## config.mk

```make
export PLATFORM = sky130hd
export DESIGN_NAME = rgc_mac_if_ctrl
export DESIGN_NICKNAME = d
export VERILOG_FILES = /design/src/verilog/rgc_pkg.sv /design/src/verilog/rgc_mac_if_ctrl.sv /design/src/verilog/rgc_nib_mem.sv
export SDC_FILE = /design/constraint.sdc
export NUM_CORES = 1
export LEC_CHECK = 0
export ABC_CLOCK_PERIOD_IN_PS = 7550
export BUFFER_PORTS_ARGS = -buffer_cell sky130_fd_sc_hd__buf_2
export CORE_ASPECT_RATIO = 0.7
export CORE_MARGIN = 4
export CORE_UTILIZATION = 45
export CTS_CLUSTER_SIZE = 30
export DETAILED_ROUTE_END_ITERATION = 8
export PLACE_DENSITY_LB_ADDON = 0.05
export REMOVE_ABC_BUFFERS = 1
export SYNTH_ARGS = -nofsm -noshare
export SYNTH_HDL_FRONTEND = slang
export SYNTH_SLANG_ARGS = --single-unit
```

## constraint.sdc

```tcl
create_clock -name mclk_i -period 7.55 [get_ports mclk_i]
set_input_delay 0.3775 -clock mclk_i [delete_from_list [all_inputs] [get_ports mclk_i]]
set_output_delay 0.3775 -clock mclk_i [all_outputs]
set_load 0.03 [all_outputs]
```

## src/verilog/rgc_pkg.sv

```systemverilog
package rgc_pkg;

	// ==========================================
	// Register offsets
	localparam logic [11:0] OFS_CTRL = 12'h600;
	localparam logic [11:0] OFS_FIFO = 12'h601;
	localparam logic [11:0] OFS_SKEW = 12'h602;
	localparam logic [11:0] OFS_WAKE = 12'h603;
	localparam logic [11:0] OFS_SER = 12'h608;
	localparam logic [11:0] OFS_IRQ_ST = 12'h610;
	localparam logic [11:0] OFS_IRQ_MSK = 12'h611;

	// ==========================================
	// Field positions
	localparam int CTRL_THR_LSB = 4;
	localparam int CTRL_EN_BIT = 3;
	localparam int CTRL_INVTX_BIT = 2;
	localparam int CTRL_INVRX_BIT = 1;
	localparam int CTRL_MASK_BIT = 0;
	localparam int FIFO_OVF_BIT = 1;
	localparam int FIFO_UDF_BIT = 0;
	localparam int SKEW_RX_BIT = 1;
	localparam int SKEW_TX_BIT = 0;
	localparam int WAKE_ERR_BIT = 1;
	localparam int WAKE_ZERO_BIT = 0;
	localparam int SER_EN_BIT = 9;
	localparam int SER_TMR_LSB = 1;
	localparam int SER_AN_BIT = 0;
	localparam int IRQ_OVF_BIT = 0;
	localparam int IRQ_UDF_BIT = 1;
	localparam int IRQ_AN_BIT = 2;

	// ==========================================
	// Reset values and strap codes
	localparam logic [15:0] CTRL_RST = 16'h0030;
	localparam logic [15:0] SER_RST = 16'h007B;
	localparam logic [2:0] STRAP_TX_A = 3'h5;
	localparam logic [2:0] STRAP_TX_B = 3'h6;
	localparam logic [2:0] STRAP_SER = 3'h0;

	// ==========================================
	// Timing
	localparam int CLK_PERIOD_NS = 50;
	localparam int LINK_PERIOD_NS = 400;
	localparam int LINK_CYC = LINK_PERIOD_NS / CLK_PERIOD_NS;
	localparam int SKEW_CYC = (LINK_PERIOD_NS / 4) / CLK_PERIOD_NS;
	localparam int AN_1P6MS_NS = 1600000;
	localparam int AN_2US_NS = 2000;
	localparam int AN_800US_NS = 800000;
	localparam int AN_11MS_NS = 11000000;
	localparam int AN_1P6MS_CYC = AN_1P6MS_NS / CLK_PERIOD_NS;
	localparam int AN_2US_CYC = AN_2US_NS / CLK_PERIOD_NS;
	localparam int AN_800US_CYC = AN_800US_NS / CLK_PERIOD_NS;
	localparam int AN_11MS_CYC = AN_11MS_NS / CLK_PERIOD_NS;

	// ==========================================
	// Queue geometry
	localparam int QADDR_W = 4;
	localparam logic [4:0] QDEPTH = 5'h10;

	// ==========================================
	// Carriers
	typedef struct packed {
		logic err;
		logic en;
		logic [3:0] d;
	} rgc_nib_t;

	typedef struct packed {
		logic clk;
		logic ctl;
		logic [3:0] d;
	} rgc_rgrx_t;

	typedef struct packed {
		logic lpi;
		logic lpi_exit;
		logic dv;
		logic err;
		logic [3:0] d;
		logic [3:0] ib;
	} rgc_crx_t;

	typedef struct packed {
		logic [2:0] thr;
		logic if_en;
		logic inv_tx;
		logic inv_rx;
		logic err_mask;
		logic ovf;
		logic udf;
		logic rx_shift;
		logic tx_shift;
		logic [1:0] wake;
		logic [15:0] ser;
		logic [2:0] ist;
		logic [2:0] imsk;
		logic cfg_load;
		logic [15:0] rdata;
		logic [2:0] pin_s1;
		logic [2:0] pin_s2;
		logic txc_s1;
		logic txc_s2;
		logic txc_s3;
		rgc_nib_t din_s1;
		rgc_nib_t din_s2;
		logic cap_pend;
		logic [1:0] cap_cnt;
		logic frame;
		logic [4:0] wptr;
		logic [4:0] rptr;
		logic started;
		logic rd_valid;
		logic [2:0] tdiv;
		rgc_nib_t ctx;
		logic [2:0] rdiv;
		rgc_rgrx_t rx;
		logic [17:0] an_cnt;
		logic an_run;
		logic irq;
	} rgc_st_t;

endpackage

```

## src/verilog/rgc_mac_if_ctrl.sv

```systemverilog
// Function
// Three-bit queue threshold, reset value three
// Interface enable resets from pin two
// Transmit inversion reverses four data lines
// Receive inversion reverses lines toward MAC
// Mask bit ignores MAC transmit error
// Overflow flag, read only, zero after reset
// Underflow flag, read only, zero after reset
// Receive clock aligned, or quarter period late
// Receive shift resets high on pins 11
// Transmit shift samples data with skew
// Transmit shift resets high on 101, 110
// Wake bit one shows error on control
// Wake bit zero drives zero data
// Software never writes wake field 00
// Serial enable resets high on 000
// Serial timer codes select four durations
// Write when full, read when empty
//
// The strobed register port was chosen for this implementation.
`timescale 1ns/1ps
`default_nettype none

module rgc_mac_if_ctrl import rgc_pkg::*; #(
	parameter int AN_1P6MS_CYC_P = AN_1P6MS_CYC,
	parameter int AN_800US_CYC_P = AN_800US_CYC,
	parameter int AN_11MS_CYC_P = AN_11MS_CYC
) (
	// Clock and reset
	input wire logic mclk_i,
	input wire logic sys_rst_i,
	// Register port
	input wire logic [11:0] reg_addr_i,
	input wire logic [15:0] reg_wdata_i,
	input wire logic reg_wr_i,
	input wire logic reg_rd_i,
	output logic [15:0] reg_rdata_o,
	// Configuration pins
	input wire logic [2:0] config_pins_i,
	// MAC transmit side
	input wire logic mac_tx_clk_i,
	input wire rgc_nib_t mac_tx_i,
	// MAC receive side
	output rgc_rgrx_t mac_rx_o,
	// Core side
	output rgc_nib_t core_tx_o,
	input wire rgc_crx_t core_rx_i,
	// Interrupt
	output logic irq_o
);

	rgc_st_t q;
	rgc_st_t s;
	logic wr_try;
	logic wr_full;
	logic rd_try;
	logic rd_empty;
	logic an_start;
	logic an_done;
	logic [1:0] an_sel;
	logic rx_load;
	logic txc_edge;
	logic cap_now;
	logic mem_we;
	logic mem_re;
	logic [2:0] ev;
	logic [2:0] rx_ph;
	rgc_nib_t wdat;
	rgc_nib_t mem_q;

	function automatic logic [3:0] rev4(input logic [3:0] v);
		return {v[0], v[1], v[2], v[3]};
	endfunction

	function automatic logic [4:0] fill(input logic [4:0] w, input logic [4:0] r);
		return w - r;
	endfunction

	function automatic logic [17:0] an_limit(input logic [1:0] sel);
		logic [17:0] r;
		r = 18'h0;
		unique case (sel)
			2'h0: r = 18'(AN_1P6MS_CYC_P);
			2'h1: r = 18'(AN_2US_CYC);
			2'h2: r = 18'(AN_800US_CYC_P);
			2'h3: r = 18'(AN_11MS_CYC_P);
		endcase
		return r;
	endfunction

	// ==========================================
	// Transmit queue storage
	rgc_nib_mem u_mem (
		.mclk_i(mclk_i),
		.sys_rst_i(sys_rst_i),
		.wr_en_i(mem_we),
		.wr_addr_i(q.wptr[QADDR_W-1:0]),
		.wr_data_i(wdat),
		.rd_en_i(mem_re),
		.rd_addr_i(q.rptr[QADDR_W-1:0]),
		.rd_data_o(mem_q)
	);

	// ==========================================
	// Next state
	always_comb begin
		s = q;
		wr_try = 1'b0;
		wr_full = 1'b0;
		rd_try = 1'b0;
		rd_empty = 1'b0;
		an_start = 1'b0;
		an_done = 1'b0;
		rx_load = 1'b0;
		txc_edge = 1'b0;
		cap_now = 1'b0;
		mem_we = 1'b0;
		mem_re = 1'b0;
		ev = 3'h0;
		wdat = '0;
		rx_ph = 3'h0;
		// Pin synchronisers
		s.pin_s1 = config_pins_i;
		s.pin_s2 = q.pin_s1;
		s.txc_s1 = mac_tx_clk_i;
		s.txc_s2 = q.txc_s1;
		s.txc_s3 = q.txc_s2;
		s.din_s1 = mac_tx_i;
		s.din_s2 = q.din_s1;
		// strap enable
		s.cfg_load = 1'b0;
		if (q.cfg_load) begin
			s.if_en = q.pin_s2[2];
			// receive skew strap
			s.rx_shift = &q.pin_s2[2:1];
			// transmit skew strap
			s.tx_shift = (q.pin_s2 == STRAP_TX_A) || (q.pin_s2 == STRAP_TX_B);
			// serial enable strap
			s.ser[SER_EN_BIT] = (q.pin_s2 == STRAP_SER);
			an_start = q.ser[SER_AN_BIT];
		end
		// ==========================================
		// Register writes
		if (reg_wr_i) begin
			unique case (reg_addr_i)
				OFS_CTRL: begin
					// threshold field
					s.thr = reg_wdata_i[CTRL_THR_LSB +: 3];
					s.if_en = reg_wdata_i[CTRL_EN_BIT];
					s.inv_tx = reg_wdata_i[CTRL_INVTX_BIT];
					s.inv_rx = reg_wdata_i[CTRL_INVRX_BIT];
					s.err_mask = reg_wdata_i[CTRL_MASK_BIT];
				end
				OFS_SKEW: begin
					s.rx_shift = reg_wdata_i[SKEW_RX_BIT];
					s.tx_shift = reg_wdata_i[SKEW_TX_BIT];
				end
				OFS_WAKE: begin
					s.wake = reg_wdata_i[1:0];
				end
				OFS_SER: begin
					s.ser = reg_wdata_i;
					s.an_run = 1'b0;
					an_start = reg_wdata_i[SER_AN_BIT];
				end
				OFS_IRQ_ST: begin
					s.ist = q.ist & ~reg_wdata_i[2:0];
				end
				OFS_IRQ_MSK: begin
					s.imsk = reg_wdata_i[2:0];
				end
				default: begin
				end
			endcase
		end
		// ==========================================
		// Register reads
		s.rdata = 16'h0000;
		if (reg_rd_i) begin
			unique case (reg_addr_i)
				OFS_CTRL: begin
					s.rdata[CTRL_THR_LSB +: 3] = q.thr;
					s.rdata[CTRL_EN_BIT] = q.if_en;
					s.rdata[CTRL_INVTX_BIT] = q.inv_tx;
					s.rdata[CTRL_INVRX_BIT] = q.inv_rx;
					s.rdata[CTRL_MASK_BIT] = q.err_mask;
				end
				OFS_FIFO: begin
					// overflow flag readback
					s.rdata[FIFO_OVF_BIT] = q.ovf;
					// underflow flag readback
					s.rdata[FIFO_UDF_BIT] = q.udf;
					s.ovf = 1'b0;
					s.udf = 1'b0;
				end
				OFS_SKEW: begin
					s.rdata[SKEW_RX_BIT] = q.rx_shift;
					s.rdata[SKEW_TX_BIT] = q.tx_shift;
				end
				OFS_WAKE: s.rdata[1:0] = q.wake;
				OFS_SER: s.rdata = q.ser;
				OFS_IRQ_ST: s.rdata[2:0] = q.ist;
				OFS_IRQ_MSK: s.rdata[2:0] = q.imsk;
				default: s.rdata = 16'h0000;
			endcase
		end
		// ==========================================
		// skewed transmit capture
		txc_edge = q.txc_s2 && !q.txc_s3;
		if (txc_edge) begin
			s.cap_pend = 1'b1;
			s.cap_cnt = q.tx_shift ? 2'(SKEW_CYC) : 2'h0;
		end else if (q.cap_pend && q.cap_cnt != 2'h0) begin
			s.cap_cnt = q.cap_cnt - 2'h1;
		end
		cap_now = s.cap_pend && (s.cap_cnt == 2'h0);
		if (cap_now) begin
			s.cap_pend = 1'b0;
			s.frame = q.din_s2.en && q.if_en;
			wr_try = s.frame;
			wdat.en = 1'b1;
			// error mask
			wdat.err = q.din_s2.err && !q.err_mask;
			// transmit line order
			wdat.d = q.inv_tx ? rev4(q.din_s2.d) : q.din_s2.d;
		end
		// overflow on full write
		wr_full = (fill(q.wptr, q.rptr) == QDEPTH);
		if (wr_try) begin
			if (wr_full) begin
				ev[IRQ_OVF_BIT] = 1'b1;
			end else begin
				mem_we = 1'b1;
				s.wptr = q.wptr + 5'h1;
			end
		end
		// ==========================================
		// Queue drain toward the core
		s.tdiv = q.tdiv + 3'h1;
		s.rd_valid = 1'b0;
		if (q.rd_valid) begin
			s.ctx = mem_q;
		end
		rd_empty = (fill(q.wptr, q.rptr) == 5'h00);
		if (q.tdiv == 3'(LINK_CYC - 1)) begin
			rd_try = q.started;
			if (!q.started) begin
				s.ctx = '0;
				// start at threshold
				if (!rd_empty && fill(q.wptr, q.rptr) >= {2'b00, q.thr}) begin
					s.started = 1'b1;
				end
			end else if (!rd_empty) begin
				mem_re = 1'b1;
				s.rd_valid = 1'b1;
				s.rptr = q.rptr + 5'h1;
			end else begin
				s.ctx = '0;
				// underflow on empty read
				if (q.frame) begin
					ev[IRQ_UDF_BIT] = 1'b1;
				end else begin
					s.started = 1'b0;
				end
			end
		end
		// ==========================================
		// Receive path toward the MAC
		s.rdiv = (q.rdiv == 3'(LINK_CYC - 1)) ? 3'h0 : q.rdiv + 3'h1;
		if (q.rdiv == 3'(LINK_CYC - 1)) begin
			rx_load = 1'b1;
			if (!q.if_en) begin
				s.rx.ctl = 1'b0;
				s.rx.d = 4'h0;
			end else if (core_rx_i.lpi_exit) begin
				// wake error signalling
				s.rx.ctl = q.wake[WAKE_ERR_BIT];
				// wake zero data
				s.rx.d = q.wake[WAKE_ZERO_BIT] ? 4'h0 : core_rx_i.ib;
			end else if (core_rx_i.lpi) begin
				s.rx.ctl = 1'b0;
				s.rx.d = core_rx_i.ib;
			end else if (core_rx_i.dv) begin
				s.rx.ctl = 1'b1;
				// receive line order
				s.rx.d = q.inv_rx ? rev4(core_rx_i.d) : core_rx_i.d;
			end else begin
				s.rx.ctl = core_rx_i.err;
				s.rx.d = core_rx_i.ib;
			end
		end
		// receive clock phase
		rx_ph = s.rdiv - (q.rx_shift ? 3'(SKEW_CYC) : 3'h0);
		s.rx.clk = q.if_en && (rx_ph < 3'(LINK_CYC / 2));
		// ==========================================
		// serial negotiation timer
		an_sel = s.ser[SER_TMR_LSB +: 2];
		if (an_start) begin
			s.an_run = 1'b1;
			s.an_cnt = an_limit(an_sel);
		end else if (q.an_run) begin
			if (q.an_cnt == 18'h00001) begin
				an_done = 1'b1;
				s.an_run = 1'b0;
				ev[IRQ_AN_BIT] = 1'b1;
			end else begin
				s.an_cnt = q.an_cnt - 18'h00001;
			end
		end
		// ==========================================
		// Sticky flags and interrupt, set wins
		s.ovf = s.ovf | ev[IRQ_OVF_BIT];
		s.udf = s.udf | ev[IRQ_UDF_BIT];
		s.ist = s.ist | ev;
		s.irq = |(s.ist & s.imsk);
	end

	// ==========================================
	// State register
	always_ff @(posedge mclk_i) begin
		if (sys_rst_i) begin
			q <= '0;
			q.thr <= CTRL_RST[CTRL_THR_LSB +: 3];
			q.if_en <= CTRL_RST[CTRL_EN_BIT];
			q.ser <= SER_RST;
			q.cfg_load <= 1'b1;
			q.pin_s1 <= s.pin_s1;
			q.pin_s2 <= s.pin_s2;
		end else begin
			q <= s;
		end
	end

	assign reg_rdata_o = q.rdata;
	assign mac_rx_o = q.rx;
	assign core_tx_o = q.ctx;
	assign irq_o = q.irq;
endmodule

`default_nettype wire

```

## src/verilog/rgc_nib_mem.sv

```systemverilog
`timescale 1ns/1ps
`default_nettype none

module rgc_nib_mem import rgc_pkg::*; (
	// Clock and reset
	input wire logic mclk_i,
	input wire logic sys_rst_i,
	// Write port
	input wire logic wr_en_i,
	input wire logic [QADDR_W-1:0] wr_addr_i,
	input wire rgc_nib_t wr_data_i,
	// Read port
	input wire logic rd_en_i,
	input wire logic [QADDR_W-1:0] rd_addr_i,
	output rgc_nib_t rd_data_o
);

	rgc_nib_t mem_q [0:(1<<QADDR_W)-1];

	// ==========================================
	// Storage with registered read
	always_ff @(posedge mclk_i) begin
		if (wr_en_i) begin
			mem_q[wr_addr_i] <= wr_data_i;
		end
	end

	always_ff @(posedge mclk_i) begin
		if (sys_rst_i) begin
			rd_data_o <= '0;
		end else if (rd_en_i) begin
			rd_data_o <= mem_q[rd_addr_i];
		end
	end

endmodule

`default_nettype wire

```

### Yosys cells after proc, flatten, opt, wreduce, memory -nomap -nowiden

Memory sizes are Yosys's and may differ from the RTL's. A register that Yosys moved wholly into a read port is not among the register bits.
Index checks and enable logic that the tools add are counted.

* multiplexer cells: 75
* $add $sub $neg: 8
* bitwise logic cells: 11
* reductions and logical operators: 29
* $lt $le $gt $ge: 2
* eq/ne operators: 17

Operators with widths (number)
* 92-bit 2-to-1 mux: 1
* 12-bit by 11-bit == test with 1-bit output, second input constant: 7
* 18-bit case mux with 4 select lines: 1
* 5-bit 2-to-1 mux: 9
* 19-bit 2-to-1 mux: 2
* 16-bit 2-to-1 mux: 2
* 1-bit 2-to-1 mux: 31
* 6-bit 2-to-1 mux: 5
* 26-bit 2-to-1 mux: 1
* 4-bit 2-to-1 mux: 5
* 18-bit by 1-bit == test with 1-bit output, second input constant: 1
* 18-bit 2-to-1 mux: 1
* 2-bit 2-to-1 mux: 9
* 18-bit by 1-bit subtractor with 18-bit output, second input constant: 1
* 2-bit case mux with 7 select lines: 1
* 3-bit == test, second input constant: 4
* 2-bit AND reduction: 6
* 5-bit by 1-bit adder with 5-bit output, second input constant: 2
* 3-bit 2-to-1 mux: 3
* 9-bit 2-to-1 mux: 1
* 4-bit case mux with 2 select lines: 1
* 1-bit logical AND: 7
* 7-bit 2-to-1 mux: 1
* 3-bit by 1-bit adder with 3-bit output, second input constant: 2
* 24 further kinds: 38

* memory bits (writable): 96
* input bits: 54
* output and inout port bits: 29
* register bits: 127
* word-level logic and storage cells: 189
* memories: 1

Memory list
* u_mem.mem_q: words 16, width 6, rd ports 1, clocked after Yosys merged registers in 1, write ports 1, line rgc_nib_mem.sv:18 `rgc_nib_t mem_q [0:(1<<QADDR_W)-1];`

### Longest topological paths before layout

* word-level depth: 12
* depth in mapped cells: 11
* depth with buffers taken out: 10

### Hierarchy

A second synthesis with hierarchy kept.

* cell total of the unflattened synthesis: 916
* area total of the unflattened synthesis: 10137.2 µm²

By module, submodules not included
* rgc_mac_if_ctrl: sequential area each 2542.4 µm², times used 1, cells each 664, area an instance 6090.8 µm²
* rgc_nib_mem: sequential area each 3002.9 µm², times used 1, cells each 252, area an instance 4046.4 µm²

### Worst setup path after synthesis

No wires, ideal clock.

* path kind: reg2reg
* start point: register q[41] (netlist name)
* end point: memory u_mem.mem_q[0][0] (netlist name) (enable)
* required time: 7.271 ns
* setup slack: 4.035 ns
* data arrival time: 3.236 ns
* setup time: 0.279 ns
* clock period less this slack: 3.515 ns
* cell stages (with the launch flop): 11
* path through: dfxtp_1 -> clkbuf_1 -> clkbuf_1 -> inv_1 -> fa_1 -> xor2_1 -> or3b_2 -> a2111oi_1 -> nor3_1 -> nand2_1 -> nor3_1

* word-level cells in the longest chain between the ends: 6

RTL lines
* start: declaration: line rgc_mac_if_ctrl.sv:52 `rgc_st_t q;`
* start signal: assignment: line rgc_mac_if_ctrl.sv:330 `q <= s;`
* 5-bit subtractor: line rgc_mac_if_ctrl.sv:76 `return w - r;`
* 5-bit == test: line rgc_mac_if_ctrl.sv:228 `wr_full = (fill(q.wptr, q.rptr) == QDEPTH);`
* 1-bit 2-to-1 mux: line rgc_mac_if_ctrl.sv:230 `if (wr_full) begin`
* 1-bit 2-to-1 mux: line rgc_mac_if_ctrl.sv:229 `if (wr_try) begin`
* 1-bit 2-to-1 mux: line rgc_nib_mem.sv:23 `if (wr_en_i) begin`
* 1-bit 2-to-1 mux (implied by the code): line rgc_nib_mem.sv:24 `mem_q[wr_addr_i] <= wr_data_i;`
* end: declaration: line rgc_nib_mem.sv:18

No other way between the ends.

### Worst setup path in the final report

* start point: register q[40] (netlist name)
* end point: memory u_mem.mem_q[2][5] (netlist name) (enable)

Same word-level chain as after synthesis.

==> results.cfg <==
[status]
outcome = complete, no violations

[setup_path]
crit_type = register to register
critPathLaunchType = register
cp-end-kind = register
slowest_stage = nor3_1
rr_worst_depth = 11
worst-path-buf-inv = 3
crit_fanout = 28
arrival_ns = 4.07
worst_path_largest_cell_delay_ns = 0.67
worstPathCellList = buf_4 -> ha_1 -> inv_1 -> fa_1 -> xor2_1 -> or3b_2 -> a2111oi_1 -> buf_4 -> nor3_1 -> nand2_1 -> nor3_1
path_depth = 11
cp_top_family = simple AND/OR/NAND/NOR gates
crit_required_ns = 7.70

[clock_network]
root_buffer = clkbuf_16
cts_buffer_depth = 3
htreeDepth = 1
clock_latency_ns = 0.52
cts_tree = yes
path_clk_slew_ns = 0.06
numCtsBuffers = 22
clock-sinks = 229
ctsResizeCount = 0

[power_and_ir_drop]
leakagePower_nw = 4.134
peakVddDrop_mv = 0.1354
powerDensity_nw_per_um2 = 230.3
p_total_mw = 2.524

[detailed_routing]
dr.pass1.iters = 4
drcViolationCount = 0
dr_total_vias = 6326
wl_per_cell_um = 18.60
drtAntennaViolNets = 0
avgViaCountPerCell = 5.393
drtIter0Drc = 428
routed_wl_um = 21820

[synthesis]
async_reset_ff_frac = 0
syn_inst = 826
synth_xor_area_frac = 0.02345
synth_simple_gate_area_frac = 0.1493
synth_edf_count = 96
yosysWarnings = 0
ys_seq_elements = 229
ys.flop_type = dfxtp_1
synth-compound-area-share = 0.06223
synth_mux_area_frac = 0.1166
syn_avg_cell_area_um2 = 11.76
yosysUniqueCellTypes = 57
synth_top_family_by_area = simple AND/OR/NAND/NOR gates
synthAdderAreaFrac = 0.03299
seq_area_frac_synth = 0.5711
netlist_area_um2 = 9711

[timing]
timing.fmax_mhz = 255.0
period_share = 0.5195
finalCriticalPeriod_ns = 3.922
setup_viol = 0
rsz0062_at_grt = false
slew_headroom = 0.2643
clock-skew-final_ns = 0.02687
setup_tns_ns = 0
final_hold_viol_count = 0
drv_slew = 0
tightest_slew_ns = 1.088

[layout]
synthToLayoutAreaGrowth_pct = 12.87
final_util = 0.5225
n_antenna_cell = 0
final_cells = 1173
post_route_cells_drive_above_1_share = 0.1906
fin_area_um2 = 10960
final_nets = 960

[grt]
gr-total-overflow = 0
grt_start_max_net_pins = 79
grt_antenna_before_repair = 0
grt_pass1_vias = 6179
grt_pass1_wl_um = 34980
grt_usage = 0.1860

[floorplan]
die_area_um2 = 24030
fp-row-count = 44
core-area_um2 = 20980
ios = 83
die_w_um = 183.6
die_h_um = 130.9
start_util = 0.4630

[place]
port_buffers = 82
placedCellCount = 1130
place_congestion = 0.8294
placed_area_um2 = 10200
dp_hpwl_um = 15520

[hold_path]
worstHoldPathCells = 2
min_path_type = input port to register

[job]
drv_cap = 0
sequential cells by signal, summed over array words and instances, names as in the netlist:
register and flops:
q 98, irq_o 1, u_mem.rd_data_o 6, u_mem.mem_q 96
mac_rx_o 6, core_tx_o 6, reg_rdata_o 16
kinds of logic (layout without fill, tap and decap cells):
kind of cell               after synthesis  count (layout)
buffers and inverters                   86             157
xor gates and xnor gates                26              26
adders and majority gates               25              25
DFF                                    229             229
AOI/OAI and AO/OA                       96              96
muxes                                   75              75
and+or+nand+nor                        289             289
timing repair:
item	4_1_cts	5_1_grt
setup buffers	0	0
hold endpoints to repair	3	0
hold buffers	3	0
worst paths after layout:
| check | start | endpoint | slack, ns |
|---|---|---|---|
| max | q[40]$_SDFFE_PP0P_ | u_mem.mem_q[2][5]$_DFFE_PP_ | 3.63 |
| min reg2reg | q[72]$_DFF_P_ | q[69]$_DFF_P_ | 0.33 |
| max reg2reg | q[40]$_SDFFE_PP0P_ | u_mem.mem_q[2][5]$_DFFE_PP_ | 3.63 |
| min | mac_tx_i[1] | q[61]$_SDFF_PP0_ | 0.06 |
per-layer routing:
layer | part of all wire | track usage
met1 | 0.51 | 0.2967
met2 | 0.41 | 0.2643
met3 | 0.062 | 0.03514
met4 | 0.015 | 0.03459
met5 | 0 | 0
stage by stage:
stage | setup WS [ns] | hold WS [ns]
2_1_floorplan | 3.564 | 0.3096
3_3_place_gp | 3.891 | 0.3112
3_5_place_dp | 3.579 | 0.3157
4_1_cts | 3.560 | 0.04110
5_1_grt | 3.340 | 0.05507
6_report | 3.628 | 0.06296
cell usage in the layout, fill, tap and decap left out, drive strengths merged, types with 5 or more instances in the layout:
master	count
a21boi	6
a21oi	40
a31oi	6
and2	18
and3	8
buf	93
clkbuf	26
clkinv	6
clkinvlp	5
dfxtp	133
edfxtp	96
ha	24
inv	21
mux2	5
mux2i	40
mux4	30
nand2	60
nand2b	13
nand3	26
nand4	6
nor2	84
nor2b	25
nor3	16
nor4	7
o21ai	19
or4	5
xnor2	19
xor2	7
synth_stat cells (3+ instances only):
| library cell | instances | area [µm²] |
|---|---|---|
| nor4_1 | 7 | 43.79 |
| buf_4 | 28 | 210.2 |
| inv_1 | 20 | 75.07 |
| nand4_1 | 6 | 37.54 |
| nand2_1 | 60 | 225.2 |
| mux2_2 | 5 | 56.30 |
| or4_1 | 3 | 22.52 |
| o31ai_1 | 3 | 22.52 |
| nor2b_1 | 25 | 156.4 |
| a21oi_1 | 40 | 200.2 |
| mux4_2 | 30 | 675.7 |
| xnor2_1 | 19 | 166.4 |
| mux2i_1 | 40 | 400.4 |
| or3_1 | 3 | 18.77 |
| xor2_1 | 7 | 61.31 |
| and3_1 | 8 | 50.05 |
| dfxtp_1 | 133 | 2663 |
| edfxtp_1 | 96 | 2883 |
| nand3_1 | 26 | 130.1 |
| a31oi_1 | 6 | 37.54 |
| and2_1 | 18 | 112.6 |
| nor3b_1 | 3 | 22.52 |
| nor4b_1 | 3 | 26.28 |
| buf_1 | 7 | 26.28 |
| o21ai_0 | 19 | 95.09 |
| a21boi_0 | 6 | 45.04 |
| clkbuf_1 | 28 | 105.1 |
| a21o_1 | 3 | 22.52 |
| a22oi_1 | 4 | 30.03 |
| nor3_1 | 16 | 80.08 |
| nor2_1 | 84 | 315.3 |
| nand2b_1 | 13 | 81.33 |
| ha_1 | 24 | 300.3 |
final cells by class:
cell class	count	area (µm²)
multi-input combinational	511	3735
fill	1828	10010
tap	276	345.3
inverter	21	78.83
clock inverter	14	157.7
sequential	229	5545
clock buffer	26	575.6
timing repair buffer	96	523.0
where the power goes:
group | total [mW] | switching, mW | leakage, nW | internal, mW
combinational | 0.105 | 0.0614 | 1.87 | 0.0438
sequential | 1.31 | 0.0106 | 1.92 | 1.30
clock | 1.11 | 0.462 | 0.344 | 0.649
total | 2.52 | 0.534 | 4.13 | 1.99
Note: power is estimated with default switching activity, not from simulation.
